`src/hdl/spe_cfg.svh`:
```
`ifndef SPE_CFG_SVH
`define SPE_CFG_SVH
// Short arbitrated reset length in ns and its cycle count at 20 MHz (rounded down, longest time)
`define SPE_CLK_NS 50
`define SPE_SHORT_RST_NS 1300
`define SPE_SHORT_RST_CYC ((`SPE_SHORT_RST_NS) / (`SPE_CLK_NS))
// Number of implemented ports
`define SPE_NUM_PORTS 1
// Reset values
`define SPE_PAGE_RST 3'h0
`define SPE_PORT_RST 4'h0
// Flag field positions in the event vector
`define SPE_FLAG_LOOP 0
`define SPE_FLAG_PWR 1
`define SPE_FLAG_TMO 2
`define SPE_FLAG_PORT 3
`endif

```
`src/hdl/spe_pkg.sv`:
```
package spe_pkg;
   // Sticky event flags
   typedef struct packed {
      logic portChange;
      logic stateExpiry;
      logic cablePowerFail;
      logic ringTopology;
   } spe_flags_s;

   // Per-port status sampled from the port logic
   typedef struct packed {
      logic bias;
      logic connected;
      logic disabled;
      logic eventEnable;
      logic resumeStart;
   } spe_port_s;

   // Bus reset sequencer states
   typedef enum logic [1:0] {
      SPE_IDLE = 2'b00,
      SPE_WAIT = 2'b01,
      SPE_SHORT = 2'b10,
      SPE_LONG = 2'b11
   } spe_rst_e;
endpackage

```
`src/hdl/spe_event_ctrl.sv`:
```
`timescale 1ns/1ps
`include "spe_cfg.svh"
module spe_event_ctrl (
   input wire logic clock,
   input wire logic resetn,
   // Control writes from the link layer controller
   input wire logic ctrlWrite,
   input wire logic shortResetRequestIn,
   input wire logic accelEnableIn,
   input wire logic multiSpeedEnableIn,
   input wire logic resumeEventEnableIn,
   input wire logic [2:0] pageSelectIn,
   input wire logic [3:0] portSelectIn,
   input wire logic flagClearWrite,
   input wire spe_pkg::spe_flags_s flagClearMask,
   // Hardware events
   input wire logic treeIdTimeout,
   input wire logic stateTimeout,
   input wire logic cable_power_sense,
   input wire logic legacyNodePresent,
   input wire logic arbOpportunity,
   input wire logic busResetExternal,
   input wire logic linkActive,
   input wire spe_pkg::spe_port_s portStatus,
   input wire logic [7:0] portPageData,
   // Outputs
   output logic shortResetRequest,
   output logic accelEnable,
   output logic multiSpeedEnable,
   output logic resumeEventEnable,
   output logic [2:0] pageSelect,
   output logic [3:0] portSelect,
   output spe_pkg::spe_flags_s flags,
   output logic busResetActive,
   output logic busResetLong,
   output logic linkWake,
   output logic [7:0] portPageRead
);
   localparam int ShortCyc = `SPE_SHORT_RST_CYC;

   logic rstMeta, rstSync;
   logic cpsPrev, next_cpsPrev;
   spe_pkg::spe_port_s portPrev, next_portPrev;
   spe_pkg::spe_flags_s next_flags;
   spe_pkg::spe_rst_e state, next_state;
   logic [7:0] count, next_count;
   logic next_shortResetRequest, next_accelEnable, next_multiSpeedEnable, next_resumeEventEnable;
   logic [2:0] next_pageSelect;
   logic [3:0] next_portSelect;
   logic busResetEvent;
   logic portChanged;

   // Reset release through two flops so removal is clean
   always_ff @(posedge clock or negedge resetn) begin
      if (!resetn) begin
         rstMeta <= 1'b0;
         rstSync <= 1'b0;
      end else begin
         rstMeta <= 1'b1;
         rstSync <= rstMeta;
      end
   end

   // Port selection valid only for implemented ports
   function automatic logic portImplemented(input logic [3:0] sel);
      portImplemented = (sel < 4'(`SPE_NUM_PORTS));
   endfunction

   // Any bus reset: our own sequencer or one seen on the cable
   assign busResetEvent = busResetExternal || (state == spe_pkg::SPE_SHORT) || (state == spe_pkg::SPE_LONG);

   // Status change on the port; bias ignored while disabled
   assign portChanged = portStatus.eventEnable && ((portStatus.connected != portPrev.connected) ||
      (portStatus.disabled != portPrev.disabled) ||
      (!portStatus.disabled && (portStatus.bias != portPrev.bias)));

   // Configuration bits and short reset request
   always_comb begin
      next_accelEnable = accelEnable;
      next_multiSpeedEnable = multiSpeedEnable;
      next_resumeEventEnable = resumeEventEnable;
      next_pageSelect = pageSelect;
      next_portSelect = portSelect;
      next_shortResetRequest = shortResetRequest;
      if (ctrlWrite) begin
         next_accelEnable = accelEnableIn;
         next_multiSpeedEnable = multiSpeedEnableIn;
         next_resumeEventEnable = resumeEventEnableIn;
         next_pageSelect = pageSelectIn;
         next_portSelect = portSelectIn;
         next_shortResetRequest = shortResetRequestIn;
      end
      // Bus reset wins so a request cannot survive the reset it caused
      if (busResetEvent) begin
         next_shortResetRequest = 1'b0;
      end
   end

   // Sticky flags: hardware set wins over a write-1 clear
   always_comb begin
      next_flags = flags;
      next_cpsPrev = cable_power_sense;
      next_portPrev = portStatus;
      if (flagClearWrite) begin
         next_flags = flags & ~flagClearMask;
      end
      if (treeIdTimeout) begin
         next_flags.ringTopology = 1'b1;
      end
      if (cpsPrev && !cable_power_sense) begin
         next_flags.cablePowerFail = 1'b1;
      end
      if (stateTimeout) begin
         next_flags.stateExpiry = 1'b1;
      end
      if (portChanged || (resumeEventEnable && portStatus.resumeStart)) begin
         next_flags.portChange = 1'b1;
      end
   end

   // Bus reset sequencer; state timeout forces a long reset except while a short reset is running
   always_comb begin
      next_state = state;
      next_count = count;
      case (state)
         spe_pkg::SPE_IDLE: begin
            if (stateTimeout) begin
               next_state = spe_pkg::SPE_LONG;
            end else if (shortResetRequest && !busResetExternal) begin
               // A bus reset seen in the same cycle already cancelled the request
               next_state = spe_pkg::SPE_WAIT;
            end
         end
         spe_pkg::SPE_WAIT: begin
            if (stateTimeout) begin
               next_state = spe_pkg::SPE_LONG;
            end else if (busResetExternal || !shortResetRequest) begin
               // Request withdrawn or wiped by another bus reset: nothing left to start
               next_state = spe_pkg::SPE_IDLE;
            end else if (arbOpportunity) begin
               next_count = 8'h00;
               next_state = legacyNodePresent ? spe_pkg::SPE_LONG : spe_pkg::SPE_SHORT;
            end
         end
         spe_pkg::SPE_SHORT: begin
            next_count = count + 8'h01;
            if (count == 8'(ShortCyc - 1)) begin
               next_state = spe_pkg::SPE_IDLE;
            end
         end
         spe_pkg::SPE_LONG: begin
            // Long reset timing is owned by the cable arbiter; a fresh timeout asks again
            next_state = stateTimeout ? spe_pkg::SPE_LONG : spe_pkg::SPE_IDLE;
         end
         default: begin
            next_state = spe_pkg::SPE_IDLE;
         end
      endcase
   end

   // Registers; bus reset leaves configuration bits alone
   always_ff @(posedge clock or negedge rstSync) begin
      if (!rstSync) begin
         accelEnable <= 1'b0;
         multiSpeedEnable <= 1'b0;
         resumeEventEnable <= 1'b0;
         pageSelect <= `SPE_PAGE_RST;
         portSelect <= `SPE_PORT_RST;
         shortResetRequest <= 1'b0;
         flags <= '0;
         cpsPrev <= 1'b0;
         portPrev <= '0;
         state <= spe_pkg::SPE_IDLE;
         count <= 8'h00;
      end else begin
         accelEnable <= next_accelEnable;
         multiSpeedEnable <= next_multiSpeedEnable;
         resumeEventEnable <= next_resumeEventEnable;
         pageSelect <= next_pageSelect;
         portSelect <= next_portSelect;
         shortResetRequest <= next_shortResetRequest;
         flags <= next_flags;
         cpsPrev <= next_cpsPrev;
         portPrev <= next_portPrev;
         state <= next_state;
         count <= next_count;
      end
   end

   // Sequencer outputs and link wake
   assign busResetActive = (state == spe_pkg::SPE_SHORT) || (state == spe_pkg::SPE_LONG);
   assign busResetLong = (state == spe_pkg::SPE_LONG);
   assign linkWake = flags.ringTopology && resumeEventEnable && !linkActive;

   // Port status page reads zero for unimplemented ports
   assign portPageRead = ((pageSelect == 3'h0) && !portImplemented(portSelect)) ? 8'h00 : portPageData;

   // Checks
   short_len_a: assert property (@(posedge clock) disable iff (!rstSync)
      $rose(state == spe_pkg::SPE_SHORT) |-> (state == spe_pkg::SPE_SHORT) [*8] ##19 (state == spe_pkg::SPE_IDLE))
      else $error("short reset length wrong");
   req_clear_a: assert property (@(posedge clock) disable iff (!rstSync)
      busResetEvent |=> !shortResetRequest) else $error("request survived bus reset");
   legacy_long_a: assert property (@(posedge clock) disable iff (!rstSync)
      (state == spe_pkg::SPE_WAIT) && arbOpportunity && legacyNodePresent && !stateTimeout &&
      shortResetRequest && !busResetExternal
      |=> busResetLong) else $error("legacy short not long");
   ring_set_a: assert property (@(posedge clock) disable iff (!rstSync)
      treeIdTimeout |=> flags.ringTopology) else $error("ring flag not set");
   no_sw_set_a: assert property (@(posedge clock) disable iff (!rstSync)
      $rose(flags.cablePowerFail) |-> $past(cpsPrev && !cable_power_sense)) else $error("power flag set by other");
   wake_link_a: assert property (@(posedge clock) disable iff (!rstSync)
      flags.ringTopology && resumeEventEnable && !linkActive |-> linkWake) else $error("link not woken");
   power_fail_a: assert property (@(posedge clock) disable iff (!rstSync)
      cable_power_sense ##1 !cable_power_sense |=> flags.cablePowerFail) else $error("power fail missed");
   timeout_reset_a: assert property (@(posedge clock) disable iff (!rstSync)
      stateTimeout && (state != spe_pkg::SPE_SHORT) |=> flags.stateExpiry && busResetLong)
      else $error("timeout no reset");
   accel_keep_a: assert property (@(posedge clock) disable iff (!rstSync)
      !ctrlWrite |=> $stable(accelEnable) && $stable(pageSelect) && $stable(portSelect))
      else $error("config changed without write");
   resume_flag_a: assert property (@(posedge clock) disable iff (!rstSync)
      resumeEventEnable && portStatus.resumeStart |=> flags.portChange) else $error("resume flag missed");
endmodule // spe_event_ctrl

```
`config.mk`:
```
export PLATFORM = sky130hd
export DESIGN_NAME = spe_event_ctrl
export DESIGN_NICKNAME = d
export VERILOG_FILES = /design/src/hdl/spe_pkg.sv /design/src/hdl/spe_event_ctrl.sv
export VERILOG_INCLUDE_DIRS = /design/src /design/src/hdl
export SDC_FILE = /design/constraint.sdc
export NUM_CORES = 1
export LEC_CHECK = 0
export ABC_AREA = 1
export ABC_CLOCK_PERIOD_IN_PS = 2050
export BUFFER_PORTS_ARGS = -buffer_cell sky130_fd_sc_hd__buf_2
export CORE_MARGIN = 2
export CORE_UTILIZATION = 51
export DETAILED_ROUTE_END_ITERATION = 10
export GPL_TIMING_DRIVEN = 0
export HOLD_SLACK_MARGIN = 0.05
export PLACE_DENSITY = 0.95
export SLEW_MARGIN = 5
export SYNTH_ARGS = -nofsm -noshare
export SYNTH_HDL_FRONTEND = slang
export SYNTH_SLANG_ARGS = --single-unit
```
`constraint.sdc`:
```
create_clock -name clock -period 2.05 [get_ports clock]
set_input_delay 0.205 -clock clock [delete_from_list [all_inputs] [get_ports clock]]
set_output_delay 0.205 -clock clock [all_outputs]
set_load 0.01 [all_outputs]
```
== Word level (Yosys, flattened, before mapping) ==
Cells that the tools add are included.

* Memories kept: 0
* Register bits after elaboration: 31
* Input bits: 39
* Latch bits: 0
* Bits in read-only memories: 0
* Memory bits (writable): 0
* Logic and storage cells: 87

* Eq/ne operators: 13
* Bitwise gates (word level): 2
* Multipliers: 0
* Reductions and logical operators: 31
* Div/mod/pow operators: 0
* Shifts and indexed selects: 0
* Add/sub/neg operators: 1
* Muxes and demuxes: 21
* $lt $le $gt $ge: 1

{| class="wikitable"
|+ Operators by type and width
! cell !! count
|-
| 2-to-1 mux 8 bit || 4
|-
| one-hot mux 8 bit (2 select lines) || 1
|-
| 2-to-1 mux 2 bit || 7
|-
| nonzero test 2 bit || 6
|-
| adder 8 x 1 -> 8 bit (second input constant) || 1
|-
| equality test 8 x 5 -> 1 bit (second input constant) || 1
|-
| logical AND 1 bit || 8
|-
| one-hot mux 2 bit (4 select lines) || 1
|-
| logical OR 1 bit || 7
|-
| 2-to-1 mux 1 bit || 7
|-
| logical NOT 1 bit || 6
|-
| inequality test 2 bit (second input constant) || 3
|-
| AND 4 bit || 1
|-
| equality test 2 bit (second input constant) || 2
|-
| less-than comparator 4 x 1 -> 1 bit (second input constant) || 1
|-
| 2-to-1 mux 4 bit || 1
|-
| inequality test 4 bit (second input constant) || 1
|-
| inverter 4 bit || 1
|-
| AND reduction 4 bit || 1
|-
| logical NOT 3 bit || 1
|-
| inequality test 1 bit || 3
|-
| inequality test 3 bit (second input constant) || 1
|-
| AND reduction 3 bit || 1
|-
| equality test 2 x 1 -> 1 bit (second input constant) || 1
|-
| 2 further kinds || 2
|}

== Logic depth before layout (Yosys ltp) ==
Gate-level depths: netlist of run 1.

* Depth in word-level cells: 6
* Gate-level depth with buffers: 7

== Least setup slack after synthesis of run 1 ==
Ideal clock, no wire load.

* Kind: register to output
* From: reg pageSelect[2]
* To: out portPageRead[0]
* Setup slack: 0.896 ns
* Data arrival time: 0.949 ns
* Data required time: 1.845 ns
* Path buffers: 0
* Stages on the path, launching flop included: 5
* Path through: dfrtp_1 > clkinv_1 > nand3_1 > a41oi_2 > nor2_1

* Longest elaborated chain between the ends: 3

{| class="wikitable"
|+ RTL lines
! item !! line !! RTL
|-
| start: declaration || spe_event_ctrl.sv:31 || <nowiki>output logic [2:0] pageSelect,</nowiki>
|-
| start signal: assignment || spe_event_ctrl.sv:167 || <nowiki>pageSelect <= `SPE_PAGE_RST;</nowiki>
|-
| start signal: assignment || spe_event_ctrl.sv:179 || <nowiki>pageSelect <= next_pageSelect;</nowiki>
|-
| logical NOT 3 bit || spe_event_ctrl.sv:196 || <nowiki>assign portPageRead = ((pageSelect == 3'h0) && !portImplemented(portSelect)) ? 8'h00 : portPageData;</nowiki>
|-
| logical AND 1 bit || spe_event_ctrl.sv:196 ||
|-
| 2-to-1 mux 8 bit || spe_event_ctrl.sv:196 ||
|-
| end: declaration || spe_event_ctrl.sv:37 || <nowiki>output logic [7:0] portPageRead</nowiki>
|}

No other way between the ends.

== Worst setup path in the final report of run 1 ==
* From: reg pageSelect[0]
* To: out portPageRead[0]

Same word-level chain as after synthesis.

==> results of run 1 <==
## stage by stage
stage | cell area, sq um | util, % | total power (W)
6_report | 2003 | 71.41 | 0.001237
5_1_grt | 2003 | 71.41 | 0.001276
4_1_cts | 2003 | 71.41 | 0.001208
3_5_place_dp | 1893 | 67.48 | 0.0008515
3_3_place_gp | 1893 | 67.48 | 0.0008462
2_1_floorplan | 1539 | - | 0.0007568
## registers in the layout, indices dropped and copies added, names as in the netlist
name               cells
count                  8
shortResetRequest      1
multiSpeedEnable       1
accelEnable            1
cpsPrev                1
state                  2
pageSelect             3
flags                  4
resumeEventEnable      1
rstMeta                1
portSelect             4
rstSync                1
portPrev               3
## repair_timing
| item | in CTS | in global routing |
|---|---|---|
| endpoints found under the hold margin | 8 | 0 |
| gates resized for setup | 0 | 0 |
| hold buffers | 6 | 0 |
## cells in the mapped netlist
master,number
nand2_1,46
inv_2,4
buf_2,1
conb_1,1
a21oi_1,5
o211ai_1,1
a21oi_2,1
nand3_4,1
nor2_2,2
xor2_1,3
inv_1,25
o21ai_2,1
o21ai_1,3
dfrtp_1,31
a21o_1,1
nand3_1,12
o21bai_1,1
a41oi_2,1
clkbuf_1,2
nor2_4,2
ha_1,2
clkinv_1,4
nand2_2,1
nor2_1,21
o21ai_0,9
o22ai_2,3
nand2_4,2
## per-layer routing
layer	GRT usage (%)	part of all wire, %	routed length, microns
met4	10.06	1.9	86
met5	0	0	0
met1	33.09	38	1719
met3	11.21	9.9	452
met2	49.37	51	2318
## power groups by stage
stage / registers (W) / clock network [W] / logic, W
2_1_floorplan: 0.000689 / 0 / 0.0000678
3_3_place_gp: 0.000681 / 0 / 0.000165
3_5_place_dp: 0.000681 / 0 / 0.000171
4_1_cts: 0.000670 / 0.000352 / 0.000186
5_1_grt: 0.000679 / 0.000388 / 0.000209
6_report: 0.000674 / 0.000369 / 0.000194
## cell type report
| type | count | area, sq um |
|---|---|---|
| fillers | 199 | 802.0 |
| plain buffers | 3 | 12.51 |
| flip-flops and latches | 31 | 775.7 |
| well taps | 31 | 38.79 |
| inverters | 33 | 123.9 |
| clock buffers | 7 | 45.04 |
| clock inverters | 1 | 5.005 |
| multi-input cells | 119 | 626.9 |
| repair buffers | 69 | 375.4 |
## cell families after synthesis
group	share of synthesized area, %
buffers and inverters	8.861
adders and majority gates	1.626
AOI/OAI and AO/OA	11.63
DFF	50.41
other	0.2437
and+or+nand+nor	25.53
xor gates and xnor gates	1.708
## worst max-delay path, cell delays in order (launching register included)
cell and delay, ps:
dfrtp_1 420, clkinv_1 80, nand3_1 100, a41oi_2 370, nor2_1 100, buf_2 160
## path summary, 6_finish.rpt
kind	from	endpoint	slack, ps	cells past startpoint
max	pageSelect[0]$_DFFE_PN0P_	portPageRead[0]	270	5
min	resumeEventEnableIn	resumeEventEnable$_DFFE_PN0P_	60	3
min reg2reg	rstMeta$_DFF_PN0_	rstSync$_DFF_PN0_	370	0
max in group asynchronous	rstSync$_DFF_PN0_	count[3]$_DFFE_PN0P_	890	0
max reg2reg	count[0]$_DFFE_PN0P_	count[6]$_DFFE_PN0P_	640	6
min in group asynchronous	resetn	rstMeta$_DFF_PN0_	150	2
==> flow_summary_export.csv, run 1 <==
group,metric,value,unit
detailed_routing,vias,1587,
detailed_routing,post_drt_wl_per_cell,15.56,microns
final_layout,layout_commonest_cell,"buf_2",
setup_path,cp.required,1850,ps
sta,hold_violations,0,
pwr,p_leak,1.088,nW
pwr,sw_frac_of_total,30.55,%
final_layout,layout_common_cells,"64 x buf_2, 46 x nand2_1, 31 x dfrtp_1, 25 x inv_1, 21 x nor2_1",
pwr,internal_power,0.0008593,W
clock_network,cts_tree,"yes",
synth,ys_seq_area_share,50.41,%
job,max_cap_violations,0,
detailed_routing,drt_iter0_markers,47,
floorplan,die_h,58.93,microns
placement,port_buffers,63,
global_routing,track_usage,28.95,%
pwr,ir_worst_vdd,518.3,uV
sta,timing.hold.ws,64.01,ps
setup_path,path_max_fanout,8,
clock_network,cts_setup_buffers,0,
synth,syn_nets,227,
sta,rsz0062_at_grt,"false",
global_routing,antenna_found_initial,0,
sta,maxSlewViolCount,0,
sta,max_freq,560.4,MHz
synth,ys_warn_count,0,
detailed_routing,drc_errors,0,
synth,ys_ff_latch,31,
detailed_routing,drt_pass1_iterations,4,
clock_network,path_clk_slew,100,ps
synth,yosysTopAreaCell,"dfrtp_1",
synth,synth_top_area_share,50.41,%
run_status,status,"finished, final reports clean",
clock_network,clkLatencyLatePin,350,ps
placement,dp_slack,780.9,ps
sta,relSlewSlack,24.04,%
setup_path,crit_arrival,1580,ps
setup_path,critical_path_class,"flip-flop to primary output",
clock_network,cts.path.max_buffers,2,
sta,period_needed,1785,ps
synth,syn_area_per_cell,8.274,sq um
sta,post-route-period-util,87.05,%
floorplan,die_area,3473,sq um
synth,mappedNetlistArea,1539,sq um
final_layout,final_nets,303,
setup_path,end_kind,"primary output",
floorplan,rows,19,
pwr,power_switching,0.0003780,W
synth,synth_cells,186,
final_layout,drive_above_1_share,33.46,%
detailed_routing,ant_nets,0,
detailed_routing,totalWireLength,4.576,mm
sta,tightest_slew,1139,ps
final_layout,fin_cells,294,
clock_network,cts_sinks,31,
floorplan,coreArea,2805,sq um
clock_network,cts-root-buf,"clkbuf_4",
final_layout,insertedDiodeCount,0,
final_layout,syn_to_final_growth,30.16,%
clock_network,cts_buffers,5,
setup_path,cp-start-kind,"flip-flop",
pwr,p_seq_share,54.5,%
synth,synth_cell_types,27,
sta,setup-violations-final,0,
pwr,power_frac_comb,15.7,%
global_routing,grt-ovfl-total,0,
sta,skew,4.142,ps
pwr,p_clk_share,29.8,%
placement,place_hpwl,2.552,mm
global_routing,grt_pass1_vias,1512,
clock_network,cts_max_level,2,
hold_path,hp-class,"primary input to flip-flop",
global_routing,grt_start_max_net_pins,30,
global_routing,grt_pass1_wl,7.127,mm
placement,gp_congestion,0.8193,
pwr,p_per_area,617.7,nW/um^2
placement,place_inst,280,
sta,finalWorstSetupSlack,265.4,ps
floorplan,die_x,58.93,microns
synth,ys_top_cells_by_area,"dfrtp_1 50%, nand2_1 11%, inv_1 6.1%",
detailed_routing,viasPerCell,5.398,
floorplan,io_pins,65,
floorplan,initial_utilization,54.86,%
sta,tns,0,ps
No activity file was read; power rests on OpenSTA's default activity.
==> run 2, diff against run 1 <==
CORE_UTILIZATION = 39   (was 51)
PLACE_DENSITY = 0.77   (was 0.95)
==> flow_summary_export.csv, run 2 (synthesis gave the netlist of run 1 again) <==
group,metric,value,unit
clock_network,cts_sinks,31,
hold_path,hold_depth,1,
sta,rsz0062_at_grt,"false",
detailed_routing,drc_errors,0,
run_status,status,"finished, final reports clean",
placement,place_hpwl,2.469,mm
detailed_routing,drt_iter0_markers,67,
sta,relSlewSlack,24.48,%
detailed_routing,totalWireLength,3.114,mm
final_layout,multi_input_area,626.9,sq um
global_routing,grt_pass1_wl,5.264,mm
floorplan,io_pins,65,
setup_path,ff2ff_setup_slack,860,ps
final_layout,top_regs,"count x8, flags x4, portSelect x4",
setup_path,cp.required,1850,ps
global_routing,grt_pass1_vias,1300,
setup_path,slowest_stage,"dfrtp_1",
setup_path,reg2reg_depth,6,
detailed_routing,vias,1382,
sta,timing.hold.ws,56.76,ps
final_layout,layout_common_cells,"64 x buf_2, 46 x nand2_1, 31 x dfrtp_1, 25 x inv_1, 21 x nor2_1",
detailed_routing,ant_nets,0,
clock_network,cts_setup_buffers,0,
setup_path,critPathBufInv,2,
final_layout,syn_to_final_growth,34.31,%
hold_path,hp-class,"primary input to flip-flop",
sta,setup-violations-final,0,
final_layout,layout_commonest_cell,"buf_2",
clock_network,cts_max_level,2,
hold_path,min-delay-start,"portStatus[4]",
floorplan,initial_utilization,41.41,%
clock_network,path_clk_slew,60,ps
setup_path,max_stage_delay,390,ps
detailed_routing,post_drt_wl_per_cell,10.14,microns
setup_path,r2r-end,"count[6]$_DFFE_PN0P_",
detailed_routing,viasPerCell,4.502,
final_layout,fillerInstances,352,
sta,post-route-period-util,79.07,%
hold_path,hold_end,"portPrev[4]$_DFF_PN0_",
placement,port_buffers,63,
placement,gp_congestion,0.7671,
setup_path,cp-start-kind,"flip-flop",
clock_network,ctsResizeCount,0,
sta,hold_violations,0,
sta,skew,6.775,ps
final_layout,final-seq-area,775.7,sq um
final_layout,top_register,"count",
setup_path,crit_chain,"clkinv_1 -> nand3_1 -> a41oi_2 -> nor2_1 -> buf_2",
floorplan,die_area,4464,sq um
detailed_routing,drt_pass1_iterations,4,
global_routing,track_usage,16.02,%
floorplan,die_h,66.82,microns
placement,dp_slack,710.6,ps
setup_path,crit_arrival,1420,ps
clock_network,cts.path.max_buffers,2,
sta,finalWorstSetupSlack,429.1,ps
clock_network,cts_buffers,5,
clock_network,clkLatencyLatePin,280,ps
sta,tightest_slew,1133,ps
pwr,p_leak,1.108,nW
sta,period_needed,1621,ps
setup_path,path_max_fanout,8,
setup_path,crit_cells,5,
global_routing,grt_start_max_net_pins,30,
global_routing,grt-ovfl-total,0,
global_routing,antenna_found_initial,0,
job,max_cap_violations,0,
setup_path,end_kind,"primary output",
final_layout,largest_register_ffs,8,
sta,tns,0,ps
final_layout,insertedDiodeCount,0,
clock_network,hold_buffers,2,
sta,maxSlewViolCount,0,
final_layout,drive_above_1_share,34.36,%
floorplan,rows,22,
sta,max_freq,616.9,MHz
setup_path,critical_path_class,"flip-flop to primary output",
setup_path,rr_startpoint,"count[0]$_DFFE_PN0P_",
pwr,p_per_area,745.6,nW/um^2
final_layout,final_nets,299,
clock_network,cts-root-buf,"clkbuf_8",
setup_path,cp_top_family,"flip-flops",
clock_network,cts_tree,"yes",
floorplan,die_x,66.82,microns
floorplan,coreArea,3716,sq um
pwr,ir_worst_vdd,378.4,uV
-- run 2: per-layer routing --
layer  global-route usage, %  part of all wire [%]  vias up
met2                   28.88                    47       53
met4                   7.653                   1.8        0
met5                       0                     0        -
met1                   18.00                    44      607
met3                   3.041                   7.1        6
li1                        -                     -      716
-- run 2: final cells by class --
class	instances	area share, %
inverter	33	5.993
tap	48	2.906
buffer	3	0.6053
timing repair buffer	65	16.22
multi-input combinational	119	30.33
clock inverter	2	2.906
sequential	31	37.53
clock buffer	6	3.511
-- run 2: per-stage QoR --
step	utilization [%]	power (W)	cells	area [sq um]
after detailed placement	51.52	0.0008535	297	1914
after floorplan	-	0.0007568	186	1539
after CTS	55.62	0.001562	307	2067
after global placement	51.52	0.0008485	297	1914
after global routing	55.62	0.001612	307	2067
final	55.62	0.001541	307	2067
-- run 2: worst reg2reg max path: stages (launching register included) --
cell and delay (ps):
dfrtp_1 430, ha_1 200, nand2_1 90, nor2_1 130, nand2_1 80, nand3_1 80
o21ai_1 60
-- run 2: report_power, final --
| part | internal, W | total [W] | switching (W) |
|---|---|---|---|
| combinational | 0.0000794 | 0.000173 | 0.0000934 |
| clock | 0.000486 | 0.000699 | 0.000214 |
| sequential | 0.000642 | 0.000669 | 0.0000267 |
-- run 2: how the worst max path moves through the flow --
stage                         startpoint               to  slack (ps)
2_1_floorplan  pageSelect[2]$_DFFE_PN0P_  portPageRead[0]         900
3_3_place_gp   pageSelect[2]$_DFFE_PN0P_  portPageRead[1]         760
3_5_place_dp   pageSelect[2]$_DFFE_PN0P_  portPageRead[2]         710
4_1_cts        pageSelect[2]$_DFFE_PN0P_  portPageRead[2]         390
5_1_grt        pageSelect[2]$_DFFE_PN0P_  portPageRead[2]         320
6_report       pageSelect[2]$_DFFE_PN0P_  portPageRead[2]         430
==> run 3, diff against run 2 <==
ABC_AREA = 0   (was 1)
ABC_CLOCK_PERIOD_IN_PS = 1600   (was 2050)
PLACE_DENSITY = 0.79   (was 0.77)
clock period = 1.6 ns   (was 2.05 ns; I/O delays follow)
==> flow_summary_export.csv, run 3 <==
group,metric,value,unit
detailed_routing,vias,1190,
final_layout,layout_common_cells,"65 x buf_2, 31 x dfrtp_1, 16 x nand2_1, 10 x mux2_2",
pwr,p_seq_share,49.8,%
floorplan,die_x,63.27,microns
pwr,p_leak,0.9548,nW
floorplan,die_area,4003,sq um
sta,maxSlewViolCount,0,
final_layout,drive_above_1_share,46.00,%
global_routing,globalRouteMet1Util,16.61,%
clock_network,cts_max_level,2,
detailed_routing,post_drt_wl_per_cell,13.08,microns
synth,ys_seq_area_share,56.62,%
clock_network,cts.path.max_buffers,2,
sta,hold_violations,0,
sta,setup-violations-final,8,
sta,tightest_slew,1133,ps
global_routing,grt-ovfl-total,0,
setup_path,cp.required,1440,ps
pwr,p_per_area,894.7,nW/um^2
global_routing,met2_usage,27.79,%
synth,mappedNetlistArea,1370,sq um
floorplan,die_h,63.27,microns
sta,relSlewSlack,24.49,%
run_status,status,"finished, violations left",
sta,finalWorstSetupSlack,-126.8,ps
placement,place_hpwl,2.215,mm
synth,synthFlopType,"dfrtp_1",
final_layout,largest_register_ffs,8,
synth,synth-async-reset-ratio,100.0,%
synth,synth.most_common_cell,"dfrtp_1",
detailed_routing,totalWireLength,3.218,mm
synth,synth_cells,118,
setup_path,ff2ff_setup_slack,90,ps
job,max_cap_violations,0,
detailed_routing,drt_iter0_markers,27,
run_status,violations,"negative setup slack",
final_layout,insertedDiodeCount,0,
final_layout,syn_to_final_growth,42.01,%
global_routing,grt_pass1_wl,4.892,mm
placement,gp_congestion,0.7535,
synth,ys_ff_latch,31,
global_routing,grt_start_max_net_pins,30,
floorplan,initial_utilization,40.74,%
clock_network,cts_tree,"yes",
global_routing,antenna_found_initial,0,
sta,max_freq,579.1,MHz
clock_network,cts_buffers,5,
final_layout,final_nets,240,
clock_network,cts-root-buf,"clkbuf_4",
synth,syn_nets,159,
detailed_routing,ant_nets,0,
final_layout,fillerInstances,307,
sta,timing.hold.ws,54.79,ps
sta,rsz0062_at_grt,"true",
synth,syn_area_per_cell,11.61,sq um
synth,ys_top_cells_by_area,"dfrtp_1 57%, mux2_2 8.2%, nand2_1 4.4%",
synth,synth_cell_types,36,
pwr,internal_power,0.001325,W
floorplan,coreArea,3363,sq um
setup_path,end_kind,"primary output",
global_routing,met3_usage,5.714,%
synth,synth_top_area_share,56.62,%
sta,skew,11.89,ps
sta,post-route-period-util,107.9,%
clock_network,path_clk_slew,100,ps
synth,ys_warn_count,0,
pwr,ir_worst_vdd,352.3,uV
placement,port_buffers,64,
setup_path,critical_path_class,"flip-flop to primary output",
setup_path,crit_arrival,1570,ps
setup_path,path_max_fanout,8,
global_routing,busiest_layer,"met2",
detailed_routing,drc_errors,0,
global_routing,grt_pass1_vias,1119,
clock_network,cts_sinks,31,
pwr,p_clk_share,36.7,%
sta,period_needed,1727,ps
pwr,report.power.total,0.001741,W
final_layout,final-seq-area,775.7,sq um
detailed_routing,drt_pass1_iterations,4,
final_layout,top_register,"count",
detailed_routing,viasPerCell,4.837,
pwr,power_switching,0.0004158,W
hold_path,hp-class,"primary input to flip-flop",
pwr,power_frac_comb,13.4,%
clock_network,clkLatencyLatePin,330,ps
final_layout,layout_commonest_cell,"buf_2",
final_layout,multi_input_area,571.8,sq um
synth,synth_top_cells_by_count,"31 x dfrtp_1, 16 x nand2_1, 10 x mux2_2, 9 x and2_1, 8 x nand3_1",
setup_path,cp-start-kind,"flip-flop",
pwr,sw_frac_of_total,23.88,%
final_layout,top_regs,"count x8, flags x4, portSelect x4",
floorplan,rows,21,
synth,yosysTopAreaCell,"dfrtp_1",
floorplan,io_pins,65,
global_routing,track_usage,15.77,%
synth,synth_edf_count,0,
run 3: cell types whose count changed in the layout (fill, tap and decap cells not counted), moves of 7 or more:
cell,previous run,this run
o21ai_0,9,2
inv_1,25,2
and2_1,0,9
nand2_1,46,16
mux2_2,0,10
dlygate4sd3_1,2,9
nor2_1,21,3
run 3: through the flow:
stage | worst slack [ps] | setup TNS (ps) | area (sq um) | util, % | std cells
2_1_floorplan | 243.8 | 0 | 1370 | - | 118
5_1_grt | -234.9 | -1522 | 1946 | 57.85 | 246
3_3_place_gp | 129.1 | 0 | 1748 | 51.97 | 228
3_5_place_dp | 119.5 | 0 | 1748 | 51.97 | 228
4_1_cts | -98.86 | -702.9 | 1926 | 57.25 | 244
6_report | -126.8 | -722.5 | 1946 | 57.85 | 246
run 3: timing repair:
action                     4_1_cts  5_1_grt
resized for setup                2        0
hold buffers                     7        2
hold endpoints to repair         9        2
buffers inserted                 2        0
setup endpoints to repair        9        8
pin swaps                        6        4
run 3: cell families (layout without fill, tap and decap cells):
family	count (synthesis)	in the layout	synth area share, %
flip-flops	31	31	56.62
adder cells (fa/ha/maj)	2	2	1.826
other	1	1	0.2737
XOR/XNOR	3	3	1.918
multiplexers	13	13	10.41
AND/OR/NAND/NOR	47	47	18.18
AO/OA/AOI/OAI	15	15	7.946
buffers and inverters	6	88	2.831
run 3: per-layer routing:
metal	up-vias	wire (microns)
met3	7	305
met5	-	0
met2	55	1588
met4	0	59
met1	557	1264
li1	571	-
run 3: critical path, stage by stage (launching register included):
cell	delay, ps
dfrtp_1	420
o41ai_4	470
and2_1	200
buf_2	140
run 3: final cells by class:
cell class | count | area share [%]
tap | 46 | 2.958
multi-input combinational | 81 | 29.39
timing repair buffer | 75 | 21.86
inverter | 2 | 0.3859
clock buffer | 6 | 2.637
buffer | 3 | 1.093
clock inverter | 2 | 1.801
sequential | 31 | 39.87
run 3: power by group through the flow:
| stage | clock network [W] | logic, W | registers, W |
|---|---|---|---|
| after floorplan | 0 | 0.0000769 | 0.000891 |
| after global placement | 0 | 0.000203 | 0.000878 |
| after detailed placement | 0 | 0.000208 | 0.000880 |
| after CTS | 0.000646 | 0.000228 | 0.000869 |
| after global routing | 0.000681 | 0.000254 | 0.000876 |
| final | 0.000639 | 0.000234 | 0.000868 |
run 3: final timing paths:
| kind | from | end | depth (start not counted) |
|---|---|---|---|
| min reg2reg | rstMeta$_DFF_PN0_ | rstSync$_DFF_PN0_ | 0 |
| min in group asynchronous | resetn | rstMeta$_DFF_PN0_ | 2 |
| max in group asynchronous | rstSync$_DFF_PN0_ | cpsPrev$_DFF_PN0_ | 0 |
| min | pageSelectIn[0] | pageSelect[0]$_DFFE_PN0P_ | 2 |
| max reg2reg | state[1]$_DFFE_PN0P_ | count[4]$_DFFE_PN0P_ | 5 |
| max | portSelect[2]$_DFFE_PN0P_ | portPageRead[0] | 3 |
